File: src/common/cmp_ctrl_pkg.sv
// Package with register map, field positions and reset values of the comparator control block
// =============================================================================
package cmp_ctrl_pkg;

  // =============================================================================
  // Register word offsets (byte addresses)
  localparam logic [7:0] CMP1_SMALL_OFS = 8'h00;
  localparam logic [7:0] CMP1_LARGE_OFS = 8'h04;
  localparam logic [7:0] CMP2_CTRL_OFS  = 8'h08;
  localparam logic [7:0] IRQ_STAT_OFS   = 8'h0c;
  localparam logic [7:0] IRQ_EN_OFS     = 8'h10;
  localparam logic [7:0] IRQ_CLR_OFS    = 8'h14;
  localparam logic [7:0] MISC_OFS       = 8'h18;

  // =============================================================================
  // Field positions within a control register
  localparam int RESULT_BIT  = 7;
  localparam int PIN_DIS_BIT = 6;
  localparam int POL_BIT     = 5;
  localparam int TSRC_BIT    = 4; // Comparator 2: alternate positive select
  localparam int ON_BIT      = 3;
  localparam int NEG_BIT     = 2;
  localparam int POS_BIT     = 1;
  localparam int WAKE_DIS_BIT = 0;

  // Fields of the miscellaneous register
  localparam int MISC_TCS_BIT   = 0; // Timer clock select mirror
  localparam int MISC_SLEEP_BIT = 1; // Read only sleep state
  localparam int MISC_WUF_BIT   = 2; // Wake-up flag, write one clears

  // Status bits
  localparam int EV_WAKE = 0;
  localparam int EV_C1   = 1;
  localparam int EV_C2   = 2;
  localparam int EV_NUM  = 3;

  // =============================================================================
  // Reset values
  localparam logic [6:0] CTRL_RST = 7'h7f;
  localparam logic [1:0] RESULT_RST = 2'h3;
  localparam logic       TCS_RST  = 1'h1;

  // Synchroniser depth
  localparam int SYNC_STAGES = 3;

endpackage

File: src/common/cmp_sync_if.sv
// Interface carrying raw and synchronised comparator outputs
interface cmp_sync_if #(
  parameter int N = 2
);
  logic [N-1:0] raw;
  logic [N-1:0] stable;
  modport src  (input stable, output raw);
  modport sync (input raw, output stable);
endinterface

File: src/rtl/cmp_ctrl.sv
// Comparator control, status and wake-up logic with a Wishbone register slave
module cmp_ctrl
  import cmp_ctrl_pkg::*;
(
  // Clock and reset
  input  wire logic        clk_i,
  input  wire logic        rst_i,
  // Wishbone slave
  input  wire logic        cyc_i,
  input  wire logic        stb_i,
  input  wire logic        we_i,
  input  wire logic [7:0]  adr_i,
  input  wire logic [3:0]  sel_i,
  input  wire logic [31:0] dat_i,
  output logic [31:0]      dat_o,
  output logic             ack_o,
  // Analog comparator cores
  input  wire logic        first_raw_result_i,
  input  wire logic        second_raw_result_i,
  output logic             first_comparator_on_o,
  output logic             second_comparator_on_o,
  output logic             first_neg_pin_sel_o,
  output logic             first_pos_pin_sel_o,
  output logic             second_neg_pin_sel_o,
  output logic [1:0]       second_pos_src_o,
  // Core status
  input  wire logic        sleep_i,
  input  wire logic        timer_clock_select_i,
  // Shared pins
  output logic             first_output_port_pin_o,
  output logic             first_output_port_pin_oe_o,
  output logic             first_output_override_o,
  output logic             second_output_port_pin_o,
  output logic             second_output_port_pin_oe_o,
  output logic             second_output_override_o,
  // Timer clock
  output logic             timer_comp_clock_o,
  output logic             timer_comp_clock_sel_o,
  // Wake-up and interrupt
  output logic             wake_flag_o,
  output logic             irq_o
);

  // =============================================================================
  // Storage
  logic [6:0]        ctrl1_ff;
  logic [6:0]        ctrl2_ff;
  logic [1:0]        result_ff;
  logic [1:0]        latched_ff;
  logic              latch_valid_ff;
  logic              wake_ff;
  logic [EV_NUM-1:0] stat_ff;
  logic [EV_NUM-1:0] en_ff;
  logic [1:0]        prev_ff;
  logic              ack_ff;
  logic [31:0]       rdata_ff;

  logic [1:0]        stable;
  logic [1:0]        shown;
  logic              req;
  logic              wr;
  logic              rd;
  logic [1:0]        change;
  logic              wake_set;
  logic [EV_NUM-1:0] events;

  cmp_sync_if #(.N(2)) sif ();

  assign sif.raw = {second_raw_result_i, first_raw_result_i};

  cmp_input_sync #(
    .N(2)
  ) u_sync (
    .clk_i (clk_i),
    .rst_i (rst_i),
    .sif   (sif)
  );

  assign stable = sif.stable;

  // Build an 8-bit control read value
  function automatic logic [7:0] ctrl_word(input logic res, input logic [6:0] c);
    ctrl_word = {res, c};
  endfunction

  // =============================================================================
  // Bus decode
  assign req = cyc_i && stb_i && !ack_ff;
  assign wr  = req && we_i && sel_i[0];
  assign rd  = req && !we_i;

  // Control registers; the result bit is not writable
  always_ff @(posedge clk_i) begin
    if (rst_i) begin
      ctrl1_ff <= CTRL_RST;
      ctrl2_ff <= CTRL_RST;
    end else if (wr) begin
      if (adr_i == CMP1_SMALL_OFS || adr_i == CMP1_LARGE_OFS) begin
        ctrl1_ff <= dat_i[6:0];
      end
      if (adr_i == CMP2_CTRL_OFS) begin
        ctrl2_ff <= dat_i[6:0];
      end
    end
  end

  // =============================================================================
  // Polarity applied; an off comparator holds its last result
  assign shown[0] = ctrl1_ff[POL_BIT] ? stable[0] : ~stable[0];
  assign shown[1] = ctrl2_ff[POL_BIT] ? stable[1] : ~stable[1];

  always_ff @(posedge clk_i) begin
    if (rst_i) begin
      result_ff <= RESULT_RST;
    end else begin
      if (ctrl1_ff[ON_BIT]) begin
        result_ff[0] <= shown[0];
      end
      if (ctrl2_ff[ON_BIT]) begin
        result_ff[1] <= shown[1];
      end
    end
  end

  // =============================================================================
  // Analog steering
  assign first_comparator_on_o  = ctrl1_ff[ON_BIT];
  assign second_comparator_on_o = ctrl2_ff[ON_BIT];
  assign first_neg_pin_sel_o    = ctrl1_ff[NEG_BIT];
  assign first_pos_pin_sel_o    = ctrl1_ff[POS_BIT];
  assign second_neg_pin_sel_o   = ctrl2_ff[NEG_BIT];
  // 2: own positive pin, 1: first positive pin, 0: second negative pin
  always_comb begin
    if (ctrl2_ff[POS_BIT]) begin
      second_pos_src_o = 2'h2;
    end else if (ctrl2_ff[TSRC_BIT]) begin
      second_pos_src_o = 2'h1;
    end else begin
      second_pos_src_o = 2'h0;
    end
  end

  // =============================================================================
  // Output pins; overrides act only while the comparator is on
  assign first_output_override_o    = ctrl1_ff[ON_BIT] && !ctrl1_ff[PIN_DIS_BIT];
  assign first_output_port_pin_oe_o = first_output_override_o;
  assign first_output_port_pin_o    = result_ff[0];
  assign second_output_override_o    = ctrl2_ff[ON_BIT] && !ctrl2_ff[PIN_DIS_BIT];
  assign second_output_port_pin_oe_o = second_output_override_o;
  assign second_output_port_pin_o    = result_ff[1];

  // Timer clock from comparator 1 when its source bit is clear
  assign timer_comp_clock_sel_o = ctrl1_ff[ON_BIT] && timer_clock_select_i
                                  && !ctrl1_ff[TSRC_BIT];
  assign timer_comp_clock_o     = result_ff[0];

  // =============================================================================
  // Latch last known state on a control register read
  always_ff @(posedge clk_i) begin
    if (rst_i) begin
      latched_ff     <= RESULT_RST;
      latch_valid_ff <= 1'b0;
    end else if (rd && (adr_i == CMP1_SMALL_OFS || adr_i == CMP1_LARGE_OFS
                        || adr_i == CMP2_CTRL_OFS)) begin
      latched_ff     <= result_ff;
      latch_valid_ff <= 1'b1;
    end
  end

  assign change[0] = ctrl1_ff[ON_BIT] && !ctrl1_ff[WAKE_DIS_BIT]
                     && (result_ff[0] != latched_ff[0]);
  assign change[1] = ctrl2_ff[ON_BIT] && !ctrl2_ff[WAKE_DIS_BIT]
                     && (result_ff[1] != latched_ff[1]);
  assign wake_set  = sleep_i && latch_valid_ff && (|change);

  // Wake flag: set wins over a software clear
  always_ff @(posedge clk_i) begin
    if (rst_i) begin
      wake_ff <= 1'b0;
    end else if (wake_set) begin
      wake_ff <= 1'b1;
    end else if (wr && adr_i == MISC_OFS && dat_i[MISC_WUF_BIT]) begin
      wake_ff <= 1'b0;
    end
  end

  assign wake_flag_o = wake_ff;

  // =============================================================================
  // Interrupt status: wake and result edges
  always_ff @(posedge clk_i) begin
    if (rst_i) begin
      prev_ff <= RESULT_RST;
    end else begin
      prev_ff <= result_ff;
    end
  end

  assign events = {prev_ff[1] != result_ff[1], prev_ff[0] != result_ff[0], wake_set};

  always_ff @(posedge clk_i) begin
    if (rst_i) begin
      stat_ff <= '0;
    end else if (wr && adr_i == IRQ_CLR_OFS) begin
      stat_ff <= (stat_ff & ~dat_i[EV_NUM-1:0]) | events;
    end else begin
      stat_ff <= stat_ff | events;
    end
  end

  always_ff @(posedge clk_i) begin
    if (rst_i) begin
      en_ff <= '0;
    end else if (wr && adr_i == IRQ_EN_OFS) begin
      en_ff <= dat_i[EV_NUM-1:0];
    end
  end

  assign irq_o = |(stat_ff & en_ff);

  // =============================================================================
  // Read data and acknowledge, one cycle after the request
  always_ff @(posedge clk_i) begin
    if (rst_i) begin
      ack_ff   <= 1'b0;
      rdata_ff <= '0;
    end else begin
      ack_ff <= req;
      if (rd) begin
        case (adr_i)
          CMP1_SMALL_OFS: rdata_ff <= {24'h0, ctrl_word(result_ff[0], ctrl1_ff)};
          CMP1_LARGE_OFS: rdata_ff <= {24'h0, ctrl_word(result_ff[0], ctrl1_ff)};
          CMP2_CTRL_OFS:  rdata_ff <= {24'h0, ctrl_word(result_ff[1], ctrl2_ff)};
          IRQ_STAT_OFS:   rdata_ff <= {29'h0, stat_ff};
          IRQ_EN_OFS:     rdata_ff <= {29'h0, en_ff};
          MISC_OFS:       rdata_ff <= {29'h0, wake_ff, sleep_i, timer_clock_select_i};
          default:        rdata_ff <= '0;
        endcase
      end
    end
  end

  assign ack_o = ack_ff;
  assign dat_o = rdata_ff;

endmodule

File: src/rtl/cmp_input_sync.sv
// Three-stage synchroniser with agreement filter for comparator outputs
module cmp_input_sync
  import cmp_ctrl_pkg::*;
#(
  parameter int N = 2
) (
  // Clock and reset
  input  wire logic clk_i,
  input  wire logic rst_i,
  // Signals
  cmp_sync_if.sync  sif
);

  logic [N-1:0] s1_ff;
  logic [N-1:0] s2_ff;
  logic [N-1:0] s3_ff;
  logic [N-1:0] stable_ff;

  // Shift chain; first stage feeds only the second
  always_ff @(posedge clk_i) begin
    if (rst_i) begin
      s1_ff <= '1;
      s2_ff <= '1;
      s3_ff <= '1;
    end else begin
      s1_ff <= sif.raw;
      s2_ff <= s1_ff;
      s3_ff <= s2_ff;
    end
  end

  // Accept a change once stages two and three agree
  genvar g;
  generate
    for (g = 0; g < N; g++) begin : g_agree
      always_ff @(posedge clk_i) begin
        if (rst_i) begin
          stable_ff[g] <= 1'b1;
        end else if (s2_ff[g] == s3_ff[g]) begin
          stable_ff[g] <= s3_ff[g];
        end
      end
    end
  endgenerate

  assign sif.stable = stable_ff;

endmodule

File: config.mk
export PLATFORM = sky130hd
export DESIGN_NAME = cmp_ctrl
export DESIGN_NICKNAME = d
export VERILOG_FILES = /design/src/common/cmp_ctrl_pkg.sv /design/src/common/cmp_sync_if.sv /design/src/rtl/cmp_ctrl.sv /design/src/rtl/cmp_input_sync.sv
export SDC_FILE = /design/constraint.sdc
export NUM_CORES = 1
export LEC_CHECK = 0
export BUFFER_PORTS_ARGS = -buffer_cell sky130_fd_sc_hd__buf_2
export CORE_MARGIN = 2
export CORE_UTILIZATION = 46
export CTS_CLUSTER_DIAMETER = 150
export CTS_CLUSTER_SIZE = 8
export DETAILED_ROUTE_END_ITERATION = 10
export PLACE_DENSITY = 0.85
export SKIP_CTS_REPAIR_TIMING = 1
export SLEW_MARGIN = 10
export SYNTH_ARGS = -nofsm -noshare
export SYNTH_HDL_FRONTEND = slang
export SYNTH_SLANG_ARGS = --single-unit
File: constraint.sdc
create_clock -name clk_i -period 2.2 [get_ports clk_i]
set_input_delay 0.11 -clock clk_i [delete_from_list [all_inputs] [get_ports clk_i]]
set_output_delay 0.11 -clock clk_i [all_outputs]
set_load 0.05 [all_outputs]
==> reports/qor.yml <==
pwr:
  p_sw_share_pct: 27.1
  power_switching_mw: 0.447
  relative_contribution_of_sequential_cells_to_total_power_pct: 49.8
  power.static_leakage_nw: 1.06
  power.ir.vdd_worst_uv: 343
  comb_power_share_pct: 12.6
  total_power_mw: 1.65
  pwr_density_cell_mw_per_mm2: 658
  clock_power_share_pct: 37.6
  power_report.internal_total_mw: 1.20
timing:
  grt_setup_unrepaired: "false"
  hold_slack_ps: 91.2
  setup_viol_count_final: 0
  count_of_pins_over_their_slew_limit: 0
  final-hold-violation-count: 0
  period_share_pct: 76.7
  max_freq_mhz: 593
  max-slew-margin-rel_pct: 66.0
  period_needed_ps: 1690
  worst_clock_skew_ps: 2.78
  worstMarginPinSlew_ps: 508
  tns_ps: 0
logic_synthesis:
  avg_cell_area_syn_um2: 8.65
  netlist_area_mm2: 0.00222
  edff_count_synth: 0
  yosysSeqAreaShare_pct: 40.5
  synth.top_cell.area_share_pct: 40.5
  ys.warnings.count: 0
  post_synth_mux_area_share_pct: 2.81
  dominant_combinational_cell_family_by_area_after_synthesis: "simple AND/OR/NAND/NOR gates"
  synthAdderAreaFrac_pct: 0
  post_synth_inst_count: 257
  xor_and_xnor_area_share_after_synthesis_pct: 2.36
  postSynthRegisterBits: 45
  synth.area.top_cells: "sky130_fd_sc_hd__dfxtp_1 41%, sky130_fd_sc_hd__buf_4 9.5%, sky130_fd_sc_hd__a21oi_1 6.3%"
  synth_compound_area_share_pct: 13.8
  synth.largest_area_cell: "sky130_fd_sc_hd__dfxtp_1"
  yosysMostFrequentCell: "sky130_fd_sc_hd__dfxtp_1"
  synth_simple_gate_area_share_pct: 27.2
  yosys-top-cells-count: "45 x sky130_fd_sc_hd__dfxtp_1, 28 x sky130_fd_sc_hd__a21oi_1, 28 x sky130_fd_sc_hd__buf_4, 22 x sky130_fd_sc_hd__nand2_1"
  yosysUniqueCellTypes: 47
  postSynth.topFlopCell: "sky130_fd_sc_hd__dfxtp_1"
  synth_async_sr_flop_share_pct: 0
cells_and_area:
  total_inserted_antenna_cells: 0
  nets: 356
  drive_gt1_share_pct: 27.0
  non_filler_cells_final: 358
  area_growth_syn_to_layout_pct: 12.8
clock_network:
  cts_root_buf: "sky130_fd_sc_hd__clkbuf_8"
  cts.sink_count: 45
  cts-buffers-inserted: 5
  cts_max_path_buffers: 2
  htreeDepth: 2
  tritoncts_clock_tree: "done"
  clock_latency_ps: 290
  worst_setup_hold_path_clk_slew_ps: 80
global_routing:
  grt_pass1_vias: 1700
  maximum_number_of_pins_on_one_net_before_global_route_repair: 22
  antenna_found_initial: 0
  global_route.peak_usage_layer: "met2"
  global_route.usage.met3_pct: 4.12
  grt_remaining_overflow: 0
  gr-usage-all-layers_pct: 19.5
  met2_usage_pct: 31.5
  grt_pass1_wl_um: 8130
  groute.layer.met1.usage_pct: 26.5
drt:
  drtAntennaViolNets: 0
  drt_drc_violations_left: 0
  detailedRoute.firstIterationViolations: 171
  total_via_count_in_the_routed_design: 1911
  vias_per_cell: 5.34
  detailedRoute.firstPassIterationCount: 4
  wl_per_cell_um: 13.9
  wirelength_um: 4980
worst_setup_path:
  critPathMaxFanout: 8
  worstPathCellList: "nand3b_4 -> or4_4 -> or3_4 -> o21ai_1"
  path_class: "flip-flop to flip-flop"
  worst-endpoint-arrival_ps: 1920
  cp_slowest_cell: "sky130_fd_sc_hd__or4_4"
  required_time_reported_for_the_critical_path_endpoint_ps: 2430
  worstPathBufferInverterCount: 0
  element_type_at_the_critical_path_end: "flip-flop"
  timing.critical_path.from_type: "flip-flop"
  critical_path.max_stage_delay_ps: 550
  critical_path.top_delay_family: "simple AND/OR/NAND/NOR gates"
placement:
  numPlacedInstances: 348
  portbufs: 50
  hpwl_um: 3660
  gp_congestion: 0.865
floorplanning:
  io_pins: 103
  initial_utilization_pct: 47.4
  fp.dieH_um: 73.5
  design.die.area_mm2: 0.00541
  std_cell_rows: 25
  die_x_um: 73.5
  coreArea_mm2: 0.00469
worst_hold_path:
  path_class_of_the_lowest_slack_min_delay_path: "input pin to flip-flop"
outcome:
  result_of_the_run: "finished, final reports clean"
job:
  timing.max_cap.violations: 0
-- registers in the layout, indices dropped and copies added (netlist names), 2 cells and up --
signal	cells
latched_ff	2
u_sync.sif.stable	2
u_sync.s2_ff	2
ctrl1_ff	7
u_sync.s3_ff	2
result_ff	2
dat_o	8
u_sync.s1_ff	2
prev_ff	2
ctrl2_ff	7
stat_ff	3
en_ff	3
-- per-stage QoR --
stage          setup slack, ps  area, um2  utilization, %
4_1_cts                    503       2490            53.0
3_3_place_gp               548       2370            50.6
5_1_grt                    444       2510            53.5
3_5_place_dp               524       2370            50.6
6_report                   513       2510            53.5
2_1_floorplan              232       2310               -
-- cell usage in the layout, fill, tap and decap left out, types with 2 or more instances in the layout --
cell                            netlist  layout
sky130_fd_sc_hd__nor2_1              18      18
sky130_fd_sc_hd__buf_4               28       3
sky130_fd_sc_hd__buf_2                2      50
sky130_fd_sc_hd__nand3_1              4       4
sky130_fd_sc_hd__nor3_1              18      18
sky130_fd_sc_hd__mux2i_1              4       4
sky130_fd_sc_hd__nand2_1             22      22
sky130_fd_sc_hd__a22oi_1              2       2
sky130_fd_sc_hd__inv_1                3       3
sky130_fd_sc_hd__nand3b_1             2       2
sky130_fd_sc_hd__nor4_4               2       2
sky130_fd_sc_hd__or2_2                9       9
sky130_fd_sc_hd__clkbuf_8             0       5
sky130_fd_sc_hd__xor2_1               6       6
sky130_fd_sc_hd__conb_1               1      24
sky130_fd_sc_hd__or4b_1               2       2
sky130_fd_sc_hd__mux2_2               2       2
sky130_fd_sc_hd__o21ai_0              9       9
sky130_fd_sc_hd__nor2b_1              5       5
sky130_fd_sc_hd__or4_4                2       2
sky130_fd_sc_hd__or3_1                2       2
sky130_fd_sc_hd__dlygate4sd3_1        0       2
sky130_fd_sc_hd__a31o_2               2       2
sky130_fd_sc_hd__a21oi_1             28      28
sky130_fd_sc_hd__dfxtp_1             45      45
sky130_fd_sc_hd__o21ai_1              8       8
sky130_fd_sc_hd__and3_1               2       2
-- path summary, 6_finish.rpt --
| kind | from | endpoint | slack, ps | cells past startpoint |
|---|---|---|---|---|
| max | ack_o | dat_o[3] | 510 | 4 |
| min | dat_i[5] | ctrl2_ff[5] | 90 | 3 |
| min reg2reg | u_sync.s1_ff[0] | u_sync.s2_ff[0] | 410 | 1 |
| max reg2reg | ack_o | dat_o[3] | 510 | 4 |
-- cells by family after synthesis --
| family | after synthesis |
|---|---|
| xor gates and xnor gates | 6 |
| and+or+nand+nor | 101 |
| DFF | 45 |
| other | 1 |
| buffers and inverters | 43 |
| muxes | 6 |
| AOI/OAI and AO/OA | 55 |
-- power groups by stage --
stage / registers, mW / clock network [mW] / logic, mW
2_1_floorplan: 0.844 / 0 / 0.190
3_5_place_dp: 0.841 / 0 / 0.203
4_1_cts: 0.822 / 0.629 / 0.204
6_report: 0.822 / 0.620 / 0.208
3_3_place_gp: 0.841 / 0 / 0.200
5_1_grt: 0.823 / 0.660 / 0.224
-- per-layer routing --
metal	share of wire, %	vias to the layer above	routed length [um]
li1	-	943	-
met1	45	876	2230
met2	47	88	2350
met3	7.1	4	355
met4	0.98	0	49
met5	0	-	0
-- worst min-delay path, delay by kind of cell --
family | cells | cell delay [ps]
simple gates | 1 | 40
buf+inv | 1 | 80
compound gates | 1 | 120
-- layout make-up --
class | instances | area (um2)
Multi-Input combinational cell | 192 | 1120
Timing Repair Buffer | 55 | 293
Tap cell | 54 | 67.6
Clock buffer | 5 | 68.8
Clock inverter | 3 | 46.3
Inverter | 4 | 15.0
Sequential cell | 45 | 901
Fill cell | 446 | 2180
No activity file was read; power rests on OpenSTA's default activity.
